==> config.mk <==
export PLATFORM = sky130hd
export DESIGN_NAME = wdg_top
export DESIGN_NICKNAME = d
export VERILOG_FILES = /design/src/wdg_pkg.sv /design/src/wdg_top.sv
export SDC_FILE = /design/constraint.sdc
export NUM_CORES = 1
export LEC_CHECK = 0
export BUFFER_PORTS_ARGS = -buffer_cell sky130_fd_sc_hd__buf_4
export CAP_MARGIN = 0
export CORE_MARGIN = 1.5
export CORE_UTILIZATION = 30
export DETAILED_ROUTE_END_ITERATION = 16
export SKIP_CTS_REPAIR_TIMING = 1
export SLEW_MARGIN = 0
export SYNTH_ARGS = -nofsm -noshare
export SYNTH_HDL_FRONTEND = slang
export SYNTH_SLANG_ARGS = --single-unit
==> constraint.sdc <==
create_clock -name MCLK -period 4.8 [get_ports MCLK]
set_input_delay 0.24 -clock MCLK [delete_from_list [all_inputs] [get_ports MCLK]]
set_output_delay 0.24 -clock MCLK [all_outputs]
set_load 0.005 [all_outputs]
==> src/wdg_pkg.sv <==
// Package of the watchdog guard block: register map, field layout, reset values,
// clock source codes and time-out exponents.
// Assumes an 8-bit register port with byte addresses.
package wdg_pkg;

	// ----------------------------------------------------------------
	// Register map
	// ----------------------------------------------------------------
	localparam logic [7:0] ADDR_GUARD_CONTROL = 8'h93;
	localparam logic [7:0] ADDR_GUARD_RESTART = 8'h94;
	localparam logic [7:0] ADDR_IRQ_STATUS = 8'h95;
	localparam logic [7:0] ADDR_IRQ_MASK = 8'h96;

	// ----------------------------------------------------------------
	// Control field positions and reset values
	// ----------------------------------------------------------------
	localparam int CTL_EN_BIT = 7;
	localparam int CTL_NMI_SEL_BIT = 6;
	localparam int CTL_RST_FLAG_BIT = 5;
	localparam int CTL_NMI_FLAG_BIT = 4;
	localparam int CTL_CLK_LSB = 2;
	localparam int CTL_PER_LSB = 0;
	localparam logic [7:0] CTL_RESET = 8'h08;

	// Restart keys
	localparam logic [7:0] KEY_FIRST = 8'hA5;
	localparam logic [7:0] KEY_SECOND = 8'h5A;

	// ----------------------------------------------------------------
	// Interrupt status bits and reset values
	// ----------------------------------------------------------------
	localparam int IRQ_W = 3;
	localparam int IRQ_TIMEOUT_BIT = 0;
	localparam int IRQ_KEY_ABORT_BIT = 1;
	localparam int IRQ_EXT_NMI_BIT = 2;
	localparam logic [IRQ_W-1:0] IRQ_STATUS_RESET = 3'h0;
	localparam logic [IRQ_W-1:0] IRQ_MASK_RESET = 3'h0;

	// ----------------------------------------------------------------
	// Counter and synchroniser
	// ----------------------------------------------------------------
	localparam int CNT_W = 27;
	localparam logic [CNT_W-1:0] CNT_RESET = 27'h0;
	localparam int SYNC_N = 3;

	// ----------------------------------------------------------------
	// Clock source codes and time-out exponents (period = 2**exp cycles)
	// ----------------------------------------------------------------
	typedef enum logic [1:0] {
		WDG_CLK_SYS = 2'b00,
		WDG_CLK_RTC = 2'b01,
		WDG_CLK_RC = 2'b10,
		WDG_CLK_RSV = 2'b11
	} wdg_clk_t;

	typedef enum logic {
		WDG_KEY_IDLE = 1'b0,
		WDG_KEY_ARMED = 1'b1
	} wdg_key_t;

	localparam logic [4:0] EXP_SYS_0 = 5'h1B;
	localparam logic [4:0] EXP_SYS_1 = 5'h19;
	localparam logic [4:0] EXP_SYS_2 = 5'h16;
	localparam logic [4:0] EXP_SYS_3 = 5'h12;
	localparam logic [4:0] EXP_RTC_0 = 5'h11;
	localparam logic [4:0] EXP_RTC_1 = 5'h0E;
	localparam logic [4:0] EXP_RTC_2 = 5'h0B;
	localparam logic [4:0] EXP_RTC_3 = 5'h07;
	localparam logic [4:0] EXP_RC_0 = 5'h0F;
	localparam logic [4:0] EXP_RC_1 = 5'h0D;
	localparam logic [4:0] EXP_RC_2 = 5'h09;
	localparam logic [4:0] EXP_RC_3 = 5'h05;

endpackage

==> src/wdg_top.sv <==
// Watchdog guard: control and restart registers, selectable counting clock,
// reset or NMI on time-out, sticky interrupt status with mask.
// Assumes ARST_N is every non-watchdog chip reset; RTC_CLK, RC_OSC_CLK and
// EXT_NMI are asynchronous pins, changing far slower than MCLK.
//
// The address-and-strobe port was left to the implementer.
`timescale 1ns/10ps
`default_nettype none

module wdg_top (
	// Clock and reset
	input wire logic MCLK,
	input wire logic ARST_N,
	// Register port
	input wire logic [7:0] ADDR,
	input wire logic [7:0] WDATA,
	input wire logic WR,
	input wire logic RD,
	output logic [7:0] RDATA,
	// Counting clock pins
	input wire logic RTC_CLK,
	input wire logic RC_OSC_CLK,
	output logic RC_OSC_ON,
	// CPU side
	input wire logic EXT_NMI,
	output logic CPU_RST_REQ,
	output logic NMI_REQ,
	output logic IRQ
);
	import wdg_pkg::*;

	// ----------------------------------------------------------------
	// Pin synchronisers and rising edge detect
	// ----------------------------------------------------------------
	logic [2:0] pin_in;
	logic [2:0] pin_rise;

	assign pin_in = {EXT_NMI, RC_OSC_CLK, RTC_CLK};

	genvar gi;
	generate
		for (gi = 0; gi < 3; gi++) begin : g_sync
			logic [SYNC_N-1:0] sync_q;
			always_ff @(posedge MCLK or negedge ARST_N) begin
				if (!ARST_N) begin
					sync_q <= '0;
				end else begin
					sync_q <= {sync_q[SYNC_N-2:0], pin_in[gi]};
				end
			end
			// Edge taken from second and third stages only
			assign pin_rise[gi] = sync_q[1] & ~sync_q[2];
		end
	endgenerate

	// ----------------------------------------------------------------
	// Registers
	// ----------------------------------------------------------------
	logic en_q;
	logic nmi_sel_q;
	logic rst_flag_q;
	logic nmi_flag_q;
	wdg_clk_t clk_sel_q;
	logic [1:0] per_q;
	wdg_key_t key_q;
	wdg_key_t key_d;
	logic [CNT_W-1:0] cnt_q;
	logic [CNT_W-1:0] cnt_d;
	logic [IRQ_W-1:0] stat_q;
	logic [IRQ_W-1:0] mask_q;
	logic [7:0] rdata_q;
	logic cpu_rst_q;
	logic nmi_q;

	// ----------------------------------------------------------------
	// Address decode
	// ----------------------------------------------------------------
	wire sel_ctl = (ADDR == ADDR_GUARD_CONTROL);
	wire sel_restart = (ADDR == ADDR_GUARD_RESTART);
	wire sel_stat = (ADDR == ADDR_IRQ_STATUS);
	wire sel_mask = (ADDR == ADDR_IRQ_MASK);

	wire wr_ctl = WR & sel_ctl & ~en_q;
	wire wr_restart = WR & sel_restart;
	wire wr_stat = WR & sel_stat;
	wire wr_mask = WR & sel_mask;

	// ----------------------------------------------------------------
	// Time-out length
	// ----------------------------------------------------------------
	function automatic logic [4:0] period_exp(input wdg_clk_t src, input logic [1:0] per);
		logic [4:0] e;
		e = 5'h00;
		case (src)
			WDG_CLK_SYS: begin
				case (per)
					2'b00: e = EXP_SYS_0;
					2'b01: e = EXP_SYS_1;
					2'b10: e = EXP_SYS_2;
					default: e = EXP_SYS_3;
				endcase
			end
			WDG_CLK_RTC: begin
				case (per)
					2'b00: e = EXP_RTC_0;
					2'b01: e = EXP_RTC_1;
					2'b10: e = EXP_RTC_2;
					default: e = EXP_RTC_3;
				endcase
			end
			WDG_CLK_RC: begin
				case (per)
					2'b00: e = EXP_RC_0;
					2'b01: e = EXP_RC_1;
					2'b10: e = EXP_RC_2;
					default: e = EXP_RC_3;
				endcase
			end
			default: e = 5'h00;
		endcase
		return e;
	endfunction

	wire [4:0] cur_exp = period_exp(clk_sel_q, per_q);
	wire [CNT_W:0] limit_full = ({{CNT_W{1'b0}}, 1'b1} << cur_exp) - {{CNT_W{1'b0}}, 1'b1};
	wire [CNT_W-1:0] limit_m1 = limit_full[CNT_W-1:0];

	// Counting tick from selected source; reserved code never ticks
	logic tick;
	always_comb begin
		case (clk_sel_q)
			WDG_CLK_SYS: tick = 1'b1;
			WDG_CLK_RTC: tick = pin_rise[0];
			WDG_CLK_RC: tick = pin_rise[1];
			default: tick = 1'b0;
		endcase
	end

	// ----------------------------------------------------------------
	// Restart keys and expiry
	// ----------------------------------------------------------------
	wire key_ok = wr_restart & (key_q == WDG_KEY_ARMED) & (WDATA == KEY_SECOND);
	wire key_abort = wr_restart & (key_q == WDG_KEY_ARMED) & (WDATA != KEY_SECOND);
	wire expire = en_q & tick & (cnt_q == limit_m1) & ~key_ok;
	wire expire_rst = expire & ~nmi_sel_q;
	wire expire_nmi = expire & nmi_sel_q;

	always_comb begin
		key_d = key_q;
		case (key_q)
			WDG_KEY_IDLE: begin
				if (wr_restart && WDATA == KEY_FIRST) begin
					key_d = WDG_KEY_ARMED;
				end
			end
			WDG_KEY_ARMED: begin
				// Armed state survives any wait short of a reset time-out
				if (wr_restart) begin
					key_d = (WDATA == KEY_FIRST) ? WDG_KEY_ARMED : WDG_KEY_IDLE;
				end
			end
			default: key_d = WDG_KEY_IDLE;
		endcase
		if (expire_rst) begin
			key_d = WDG_KEY_IDLE;
		end
	end

	always_comb begin
		if (!en_q || key_ok || expire) begin
			cnt_d = CNT_RESET;
		end else if (tick) begin
			cnt_d = cnt_q + {{(CNT_W-1){1'b0}}, 1'b1};
		end else begin
			cnt_d = cnt_q;
		end
	end

	always_ff @(posedge MCLK or negedge ARST_N) begin
		if (!ARST_N) begin
			key_q <= WDG_KEY_IDLE;
			cnt_q <= CNT_RESET;
		end else begin
			key_q <= key_d;
			cnt_q <= cnt_d;
		end
	end

	// ----------------------------------------------------------------
	// Control register
	// ----------------------------------------------------------------
	// Watchdog reset reinitialises control but keeps the reset flag
	always_ff @(posedge MCLK or negedge ARST_N) begin
		if (!ARST_N) begin
			en_q <= CTL_RESET[CTL_EN_BIT];
			nmi_sel_q <= CTL_RESET[CTL_NMI_SEL_BIT];
			clk_sel_q <= wdg_clk_t'(CTL_RESET[CTL_CLK_LSB+:2]);
			per_q <= CTL_RESET[CTL_PER_LSB+:2];
		end else if (expire_rst) begin
			en_q <= CTL_RESET[CTL_EN_BIT];
			nmi_sel_q <= CTL_RESET[CTL_NMI_SEL_BIT];
			clk_sel_q <= wdg_clk_t'(CTL_RESET[CTL_CLK_LSB+:2]);
			per_q <= CTL_RESET[CTL_PER_LSB+:2];
		end else if (wr_ctl) begin
			en_q <= WDATA[CTL_EN_BIT];
			nmi_sel_q <= WDATA[CTL_NMI_SEL_BIT];
			clk_sel_q <= wdg_clk_t'(WDATA[CTL_CLK_LSB+:2]);
			per_q <= WDATA[CTL_PER_LSB+:2];
		end
	end

	// Flags never take write data; set wins over clear
	always_ff @(posedge MCLK or negedge ARST_N) begin
		if (!ARST_N) begin
			rst_flag_q <= CTL_RESET[CTL_RST_FLAG_BIT];
			nmi_flag_q <= CTL_RESET[CTL_NMI_FLAG_BIT];
		end else begin
			rst_flag_q <= rst_flag_q | expire_rst;
			nmi_flag_q <= expire_nmi | (nmi_flag_q & ~pin_rise[2]);
		end
	end

	// ----------------------------------------------------------------
	// Interrupt status and mask
	// ----------------------------------------------------------------
	wire [IRQ_W-1:0] irq_evt = {pin_rise[2], key_abort, expire};
	wire [IRQ_W-1:0] irq_clr = wr_stat ? WDATA[IRQ_W-1:0] : IRQ_STATUS_RESET;

	always_ff @(posedge MCLK or negedge ARST_N) begin
		if (!ARST_N) begin
			stat_q <= IRQ_STATUS_RESET;
			mask_q <= IRQ_MASK_RESET;
		end else begin
			stat_q <= (stat_q & ~irq_clr) | irq_evt;
			if (wr_mask) begin
				mask_q <= WDATA[IRQ_W-1:0];
			end
		end
	end

	// ----------------------------------------------------------------
	// Read data and CPU outputs
	// ----------------------------------------------------------------
	wire [7:0] ctl_view = {en_q, nmi_sel_q, rst_flag_q, nmi_flag_q, clk_sel_q, per_q};
	logic [7:0] rd_mux;

	always_comb begin
		if (sel_ctl) begin
			rd_mux = ctl_view;
		end else if (sel_stat) begin
			rd_mux = {{(8-IRQ_W){1'b0}}, stat_q};
		end else if (sel_mask) begin
			rd_mux = {{(8-IRQ_W){1'b0}}, mask_q};
		end else begin
			// Restart register is write-only
			rd_mux = 8'h00;
		end
	end

	always_ff @(posedge MCLK or negedge ARST_N) begin
		if (!ARST_N) begin
			rdata_q <= 8'h00;
			cpu_rst_q <= 1'b0;
			nmi_q <= 1'b0;
		end else begin
			rdata_q <= RD ? rd_mux : 8'h00;
			cpu_rst_q <= expire_rst;
			nmi_q <= expire_nmi;
		end
	end

	assign RDATA = rdata_q;
	assign CPU_RST_REQ = cpu_rst_q;
	assign NMI_REQ = nmi_q;
	assign IRQ = |(stat_q & mask_q);
	assign RC_OSC_ON = (clk_sel_q == WDG_CLK_RC);

endmodule

`default_nettype wire

==> insert_results.sql, run 1 <==
INSERT INTO impl_metrics (metric_group, metric, value, unit) VALUES
('outcome', 'result_of_the_run', 'finished with violations', ''),
('outcome', 'violations', 'hold timing', ''),
('clock_tree', 'cts_inserted_buffers', '9', ''),
('floorplan', 'die_x', '119.4', 'µm'),
('worst_setup_path', 'cp_slowest_cell', 'sky130_fd_sc_hd__or4b_2', ''),
('timing', 'skew', '0.008554', 'ns'),
('placement', 'buffers_added_on_ports', '34', ''),
('power_and_ir_drop', 'comb_power_share', '13.2', '%'),
('timing', 'max_freq', '0.2681', 'GHz'),
('grt', 'antenna_violations_before_repair', '0', ''),
('synth', 'syn-cell-area', '0.004064', 'mm²'),
('grt', 'global_route_total_usage_across_every_layer', '14.88', '%'),
('power_and_ir_drop', 'power_report.internal_total', '1061', 'µW'),
('synth', 'netlist.area_leader.share', '36.95', '%'),
('floorplan', 'die_height', '119.4', 'µm'),
('worst_setup_path', 'worstPathBufferInverterCount', '3', ''),
('power_and_ir_drop', 'ir_drop', '0.0001261', 'V'),
('worst_setup_path', 'crit_path_max_cell_delay', '0.68', 'ns'),
('floorplan', 'placeableCoreArea', '0.01324', 'mm²'),
('worst_setup_path', 'required', '4.99', 'ns'),
('placement', 'hpwl', '7452', 'µm'),
('grt', 'grt.overflow.total', '0', ''),
('power_and_ir_drop', 'total_leakage_power', '0.001937', 'µW'),
('worst_setup_path', 'timing.critical_path.fanout_max', '26', ''),
('synth', 'ys_async_sr_fraction', '100.0', '%'),
('clock_tree', 'clock_insertion_delay_worst_skew', '0.33', 'ns'),
('placement', 'gp_routability_congestion', '0.8782', ''),
('clock_tree', 'clkSlewWorstSetupHoldPaths', '0.06', 'ns'),
('min_path', 'worst_hold_path_type', 'primary input to asynchronous set/reset pin', ''),
('timing', 'grt_setup_unrepaired', 'no', ''),
('power_and_ir_drop', 'netSwitchingPower', '371.5', 'µW'),
('timing', 'fin_setup_tns', '0', 'ns'),
('timing', 'finalHoldWorstSlack', '-0.01443', 'ns'),
('routing', 'vias_per_cell', '5.262', ''),
('routing', 'route.detailed.drc', '0', ''),
('worst_setup_path', 'critical_path.cell_chain', 'inv_1 > ha_1 > inv_1 > or4b_2 > a21oi_1 > xnor2_1 > xnor2_1 > a221o_1 > or4_4 > nor3_4 > buf_4 > nor3_1', ''),
('cells_and_area', 'utilization', '36.37', '%'),
('power_and_ir_drop', 'relative_contribution_of_the_clock_network_to_total_power', '49.3', '%'),
('timing', 'timing.final.crit_period', '3.730', 'ns'),
('timing', 'final-hold-violation-count', '27', ''),
('synth', 'synth_cell_type_count', '80', ''),
('worst_setup_path', 'cp_num_cells', '12', ''),
('synth', 'synth_largest_area_cell', 'sky130_fd_sc_hd__dfrtp_1', ''),
('worst_setup_path', 'worst_r2r_path_depth', '12', ''),
('synth', 'synth-seq-cells', '61', ''),
('grt', 'grt_start_max_net_pins', '62', ''),
('worst_setup_path', 'worst-setup-path-type', 'flip-flop to flip-flop', ''),
('floorplan', 'placementRows', '42', ''),
('routing', 'dr_wl_cell', '15.77', 'µm'),
('cells_and_area', 'area_growth', '18.50', '%'),
('floorplan', 'effective_utilization_at_floorplan', '30.69', '%'),
('cells_and_area', 'drive_gt1_share', '19.96', '%'),
('synth', 'synthesis.area_per_instance', '9.540', 'µm²'),
('clock_tree', 'cts-htree-levels', '3', ''),
('run', 'timing.max_cap.violations', '0', ''),
('worst_setup_path', 'crit_path_end_kind', 'flip-flop', ''),
('timing', 'timing_max_transition_violations_final', '0', ''),
('routing', 'finalWirelength', '10120', 'µm'),
('grt', 'grt_pass1_vias', '3332', ''),
('power_and_ir_drop', 'power_switching_share', '25.94', '%'),
('timing', 'setup_viol', '0', ''),
('routing', 'first_pass_iters', '5', ''),
('synth', 'post_synthesis_cells', '426', ''),
('routing', 'detail_route.iter0.violations', '236', ''),
('synth', 'yosys-top-cells-area', 'sky130_fd_sc_hd__dfrtp_1 (37%), sky130_fd_sc_hd__xnor2_1 (7.8%), sky130_fd_sc_hd__nor3_1 (3.4%)', ''),
('timing', 'final.period_utilization', '77.70', '%'),
('floorplan', 'design.portCount', '35', ''),
('worst_setup_path', 'timing.critical_path.arrival', '3.92', 'ns'),
('worst_setup_path', 'timing.critical_path.from_type', 'flip-flop', ''),
('clock_tree', 'cts_root_buf', 'sky130_fd_sc_hd__clkbuf_16', ''),
('synth', 'ys.flop_type', 'sky130_fd_sc_hd__dfrtp_1', '');
[power by group through the flow]
stage / combinational (µW) / clock (µW) / sequential [µW]
5_1_grt: 208 / 749 / 537
3_5_place_dp: 188 / 0 / 545
2_1_floorplan: 132 / 0 / 538
3_3_place_gp: 186 / 0 / 545
4_1_cts: 189 / 727 / 536
6_report: 190 / 707 / 536
[metal layers]
| layer | routed length (µm) | track usage, % |
|---|---|---|
| met1 | 4712 | 19.72 |
| met2 | 4868 | 23.92 |
| met5 | 0 | 0 |
| met4 | 257 | 7.143 |
| met3 | 286 | 2.107 |
[cells in the final DEF (no fill, tap or decap), types with 10 or more instances in the layout]
cell,count
sky130_fd_sc_hd__xnor2_1,36
sky130_fd_sc_hd__xor2_1,11
sky130_fd_sc_hd__nand3_1,15
sky130_fd_sc_hd__nor3_2,10
sky130_fd_sc_hd__dfrtp_1,60
sky130_fd_sc_hd__and3_1,10
sky130_fd_sc_hd__inv_1,11
sky130_fd_sc_hd__nor3_1,28
sky130_fd_sc_hd__buf_4,37
sky130_fd_sc_hd__nor2_1,33
sky130_fd_sc_hd__a21oi_1,13
sky130_fd_sc_hd__o21ai_0,10
sky130_fd_sc_hd__nand2_1,37
[sequential cells by signal (all words and copies together) (netlist names)]
register,flops
nmi_sel_q,1
stat_q,3
rst_flag_q,1
RDATA,8
CPU_RST_REQ,1
clk_sel_q,2
mask_q,3
nmi_flag_q,1
en_q,1
g_sync.sync_q,9
NMI_REQ,1
key_q,1
cnt_q,27
per_q,2
[metrics by stage]
step | total power (µW) | setup WS, ns | area, µm² | hold slack, ns | cells
after floorplan | 670.2 | 1.376 | 4064 | -0.05559 | 426
after global placement | 730.6 | 1.147 | 4484 | 0.3349 | 626
after detailed placement | 733.2 | 1.083 | 4484 | 0.3347 | 626
after CTS | 1453 | 1.057 | 4816 | -0.0007522 | 642
after global routing | 1494 | 0.7763 | 4816 | 0.005855 | 642
final | 1432 | 1.070 | 4816 | -0.01443 | 642
[cells by family (layout without fill, tap and decap cells)]
kind of cell | Yosys count | after routing | share of synthesized area (%)
DFF | 61 | 61 | 37.59
xor gates and xnor gates | 47 | 47 | 10.13
and+or+nand+nor | 188 | 188 | 26.66
adders and majority gates | 8 | 8 | 2.463
AOI/OAI and AO/OA | 84 | 84 | 16.66
muxes | 12 | 12 | 3.048
buffers and inverters | 26 | 66 | 3.448
[cells in the mapped netlist (all sizes together), types with 9 or more instances]
| master | count |
|---|---|
| dfrtp | 60 |
| nand2 | 37 |
| and3 | 10 |
| xor2 | 11 |
| nor3 | 39 |
| xnor2 | 36 |
| mux2i | 9 |
| inv | 13 |
| a211oi | 9 |
| o21ai | 13 |
| nor2 | 34 |
| nand3 | 15 |
| a21oi | 13 |
[worst paths after layout]
path,from,end,slack [ns]
setup / recovery,per_q[0],cnt_q[10],1.07
hold / removal,ARST_N,RDATA[4],-0.01
setup reg to reg,per_q[0],cnt_q[10],1.07
hold reg to reg,g_sync[0].sync_q[0],g_sync[0].sync_q[1],0.35
max in group asynchronous,ARST_N,cnt_q[15],4.31
min in group MCLK,RTC_CLK,g_sync[0].sync_q[0],0.01
[cell type report]
| type | count | area [µm²] |
|---|---|---|
| Tap cell | 176 | 220.2 |
| Timing Repair Buffer | 37 | 277.8 |
| Sequential cell | 61 | 1528 |
| Inverter | 13 | 48.80 |
| Clock inverter | 7 | 106.4 |
| Clock buffer | 9 | 225.2 |
| Fill cell | 1323 | 8427 |
| Multi-Input combinational cell | 339 | 2410 |
Note: power is estimated with default switching activity, not from simulation.
==> run 2, diff against run 1 <==
- clock period: 4.8 -> 3.2 ns (I/O delays scaled with it)
==> run 2 against run 1 <==
Net effect: the run ends with setup timing left; sequential power is 49% higher; die area stayed put; cell count is 10% higher; count of clock-buffer cells in the layout stayed put; sequential share of layout area is 3.7 points lower; global-route usage is 1.2 points higher; wire length is 7.6% higher; setup slack worse by 1.2 ns; utilization is 4.9 points higher; fmax is 12% higher; sequential cell count stayed put; critical path type unchanged; clock skew is 0.00098 ns lower.
==> insert_results.sql, run 2 (synthesis results as in run 1) <==
INSERT INTO impl_metrics (metric_group, metric, value, unit) VALUES
('outcome', 'result_of_the_run', 'finished with violations', ''),
('outcome', 'violations', 'setup timing', ''),
('placement', 'place.detailed.instances', '684', ''),
('timing', 'fin_setup_tns', '-3.252', 'ns'),
('timing', 'finalHoldWorstSlack', '0.05668', 'ns'),
('worst_setup_path', 'worst_r2r_setup_slack', '-0.12', 'ns'),
('timing', 'maxSlewHeadroom', '49.03', '%'),
('floorplan', 'placementRows', '42', ''),
('cells_and_area', 'regMostFlops', 'cnt_q', ''),
('grt', 'grt.overflow.total', '0', ''),
('power_and_ir_drop', 'pwr-share-seq', '36.7', '%'),
('power_and_ir_drop', 'pwr_density_cell', '398.5', 'mW/mm²'),
('worst_setup_path', 'worst_r2r_path_depth', '11', ''),
('worst_setup_path', 'timing.critical_path.from_type', 'flip-flop', ''),
('cells_and_area', 'largest_reg_flops', '27', ''),
('timing', 'timing.final.crit_period', '3.322', 'ns'),
('worst_setup_path', 'required', '3.40', 'ns'),
('worst_setup_path', 'crit_path_end_kind', 'flip-flop', ''),
('cells_and_area', 'area_of_all_sequential_standard_cells', '0.001530', 'mm²'),
('timing', 'final.period_utilization', '103.8', '%'),
('clock_tree', 'clk_path_buf_depth', '2', ''),
('timing', 'setup_slack', '-0.1223', 'ns'),
('clock_tree', 'cts_root_buf', 'sky130_fd_sc_hd__clkbuf_16', ''),
('routing', 'drtAntennaViolNets', '0', ''),
('worst_setup_path', 'worst_r2r_startpoint', 'per_q[0]', ''),
('worst_setup_path', 'cp_slowest_cell', 'sky130_fd_sc_hd__dfrtp_2', ''),
('clock_tree', 'clock_sinks', '61', ''),
('cells_and_area', 'drive_gt1_share', '32.64', '%'),
('cells_and_area', 'area_growth', '34.61', '%'),
('placement', 'buffers_added_on_ports', '34', ''),
('floorplan', 'placeableCoreArea', '0.01324', 'mm²'),
('clock_tree', 'clock_tree_from_tritoncts', 'yes', ''),
('power_and_ir_drop', 'total_leakage_power', '0.002251', 'µW'),
('timing', 'final-hold-violation-count', '0', ''),
('timing', 'skew', '0.007579', 'ns'),
('floorplan', 'die_x', '119.4', 'µm'),
('power_and_ir_drop', 'power_switching_share', '27.36', '%'),
('cells_and_area', 'layout_common_cells', 'sky130_fd_sc_hd__buf_4 (95), sky130_fd_sc_hd__dfrtp_1 (58), sky130_fd_sc_hd__nand2_1 (37)', ''),
('worst_setup_path', 'worst-setup-path-type', 'flip-flop to flip-flop', ''),
('clock_tree', 'cts-htree-levels', '3', ''),
('min_path', 'worstHoldEndpoint', 'nmi_sel_q', ''),
('power_and_ir_drop', 'netSwitchingPower', '596.4', 'µW'),
('worst_setup_path', 'timing.critical_path.arrival', '3.52', 'ns'),
('grt', 'antenna_violations_before_repair', '0', ''),
('floorplan', 'die_area', '0.01425', 'mm²'),
('routing', 'vias_per_cell', '5.086', ''),
('worst_setup_path', 'r2r_end', 'cnt_q[23]', ''),
('timing', 'grt_setup_unrepaired', 'yes', ''),
('power_and_ir_drop', 'relative_contribution_of_the_clock_network_to_total_power', '45.4', '%'),
('routing', 'detail_route.iter0.violations', '238', ''),
('routing', 'dr_wl_cell', '15.43', 'µm'),
('placement', 'place_area', '0.004995', 'mm²'),
('clock_tree', 'clock_insertion_delay_worst_skew', '0.33', 'ns'),
('timing', 'timing_worst_slew_pin_value', '0.7645', 'ns'),
('timing', 'setup_viol', '36', ''),
('min_path', 'worst_hold_path_type', 'primary input to flip-flop', ''),
('min_path', 'min_from', 'WDATA[6]', ''),
('grt', 'grt_start_max_net_pins', '62', ''),
('worst_setup_path', 'critical_path.cell_chain', 'inv_4 > ha_4 > or2b_1 > o31ai_2 > o211ai_1 > and3_1 > a221o_1 > or4_4 > nor3_4 > buf_12 > nor3_1', ''),
('routing', 'finalWirelength', '10900', 'µm'),
('power_and_ir_drop', 'power_report.internal_total', '1583', 'µW'),
('grt', 'grt_pass1_vias', '3559', ''),
('cells_and_area', 'post_route_standard_cell_area_excluding_fillers', '0.005470', 'mm²'),
('placement', 'gp_routability_congestion', '0.8824', ''),
('cells_and_area', 'final-instance-count-excl-fill', '706', ''),
('routing', 'vias', '3591', ''),
('grt', 'global_route_total_usage_across_every_layer', '16.05', '%'),
('cells_and_area', 'layout_commonest_cell', 'sky130_fd_sc_hd__buf_4', ''),
('worst_setup_path', 'crit_path_max_cell_delay', '0.49', 'ns'),
('clock_tree', 'clkSlewWorstSetupHoldPaths', '0.06', 'ns'),
('cells_and_area', 'fill_cells', '1293', ''),
('placement', 'hpwl', '8296', 'µm'),
('cells_and_area', 'num-nets-final', '556', ''),
('clock_tree', 'cts_inserted_buffers', '9', ''),
('routing', 'route.detailed.drc', '0', ''),
('power_and_ir_drop', 'power.total', '2180', 'µW'),
('floorplan', 'effective_utilization_at_floorplan', '30.69', '%'),
('run', 'timing.max_cap.violations', '0', ''),
('power_and_ir_drop', 'comb_power_share', '17.9', '%'),
('floorplan', 'design.portCount', '35', ''),
('grt', 'grt_pass1_wl', '18120', 'µm'),
('routing', 'first_pass_iters', '4', ''),
('cells_and_area', 'area_used_by_multi_input_combinational_logic', '0.002566', 'mm²'),
('cells_and_area', 'antenna_cells', '0', ''),
('min_path', 'worst_hold_path.num_cells', '3', ''),
('timing', 'max_freq', '0.3010', 'GHz'),
('floorplan', 'die_height', '119.4', 'µm'),
('power_and_ir_drop', 'ir_drop', '0.0002759', 'V'),
('worst_setup_path', 'timing.critical_path.fanout_max', '26', ''),
('timing', 'timing_max_transition_violations_final', '0', '');
## run 2: cell types whose count changed in the layout (fill, tap and decap cells not counted), moves of 2 or more
cell,previous run,this run
sky130_fd_sc_hd__a21oi_1,13,11
sky130_fd_sc_hd__ha_4,0,5
sky130_fd_sc_hd__buf_4,37,95
sky130_fd_sc_hd__buf_12,0,2
sky130_fd_sc_hd__nor2_2,0,2
sky130_fd_sc_hd__ha_1,8,3
sky130_fd_sc_hd__dfrtp_1,60,58
sky130_fd_sc_hd__dlygate4sd3_1,0,4
sky130_fd_sc_hd__nor2_1,33,31
sky130_fd_sc_hd__inv_1,11,9
sky130_fd_sc_hd__dfrtp_2,0,2
sky130_fd_sc_hd__inv_4,0,2
## run 2: critical path: cells and delay by family, from the launching register on
| family | cells | cell delay [ns] |
|---|---|---|
| buf+inv | 2 | 0.29 |
| flops | 1 | 0.49 |
| fa+ha+maj | 1 | 0.20 |
| simple gates | 5 | 1.28 |
| compound gates | 3 | 0.92 |
## run 2: worst max-delay path by stage
stage,slack [ns],to,start
after floorplan,-0.006,cnt_q[12],per_q[0]
after global placement,-0.18,nmi_flag_q,per_q[1]
after detailed placement,-0.24,nmi_flag_q,per_q[1]
after CTS,-0.27,nmi_flag_q,per_q[1]
after global routing,-0.24,cnt_q[8],per_q[0]
final,-0.12,cnt_q[23],per_q[0]
## run 2: layer usage
metal / track usage (%) / vias up / share of wire, % / routed length, µm
met4: 5.952 / 0 / 1.5 / 166
met1: 21.22 / 1778 / 46 / 5016
met5: 0 / - / 0 / 0
met3: 2.969 / 10 / 2.4 / 263
li1: - / 1760 / - / -
met2: 26.19 / 43 / 50 / 5451
## run 2: cell type report
| cell class | instances | share of cell area (%) |
|---|---|---|
| Clock buffer | 9 | 4.117 |
| Clock inverter | 7 | 1.487 |
| Inverter | 13 | 0.9835 |
| Multi-Input combinational cell | 339 | 46.91 |
| Sequential cell | 61 | 27.97 |
| Tap cell | 176 | 4.026 |
| Timing Repair Buffer | 101 | 14.50 |
## run 2: power groups by stage
stage	Sequential (µW)	Combinational (µW)	Clock, µW
2_1_floorplan	807	205	0
3_3_place_gp	812	367	0
3_5_place_dp	813	368	0
4_1_cts	799	371	1010
5_1_grt	802	425	1060
6_report	801	391	988
## run 2: stage by stage
stage          worst slack, ns  util [%]
2_1_floorplan        -0.006268         -
3_3_place_gp           -0.1800     37.72
3_5_place_dp           -0.2380     37.72
4_1_cts                -0.2682     40.03
5_1_grt                -0.2375     41.31
6_report               -0.1223     41.31
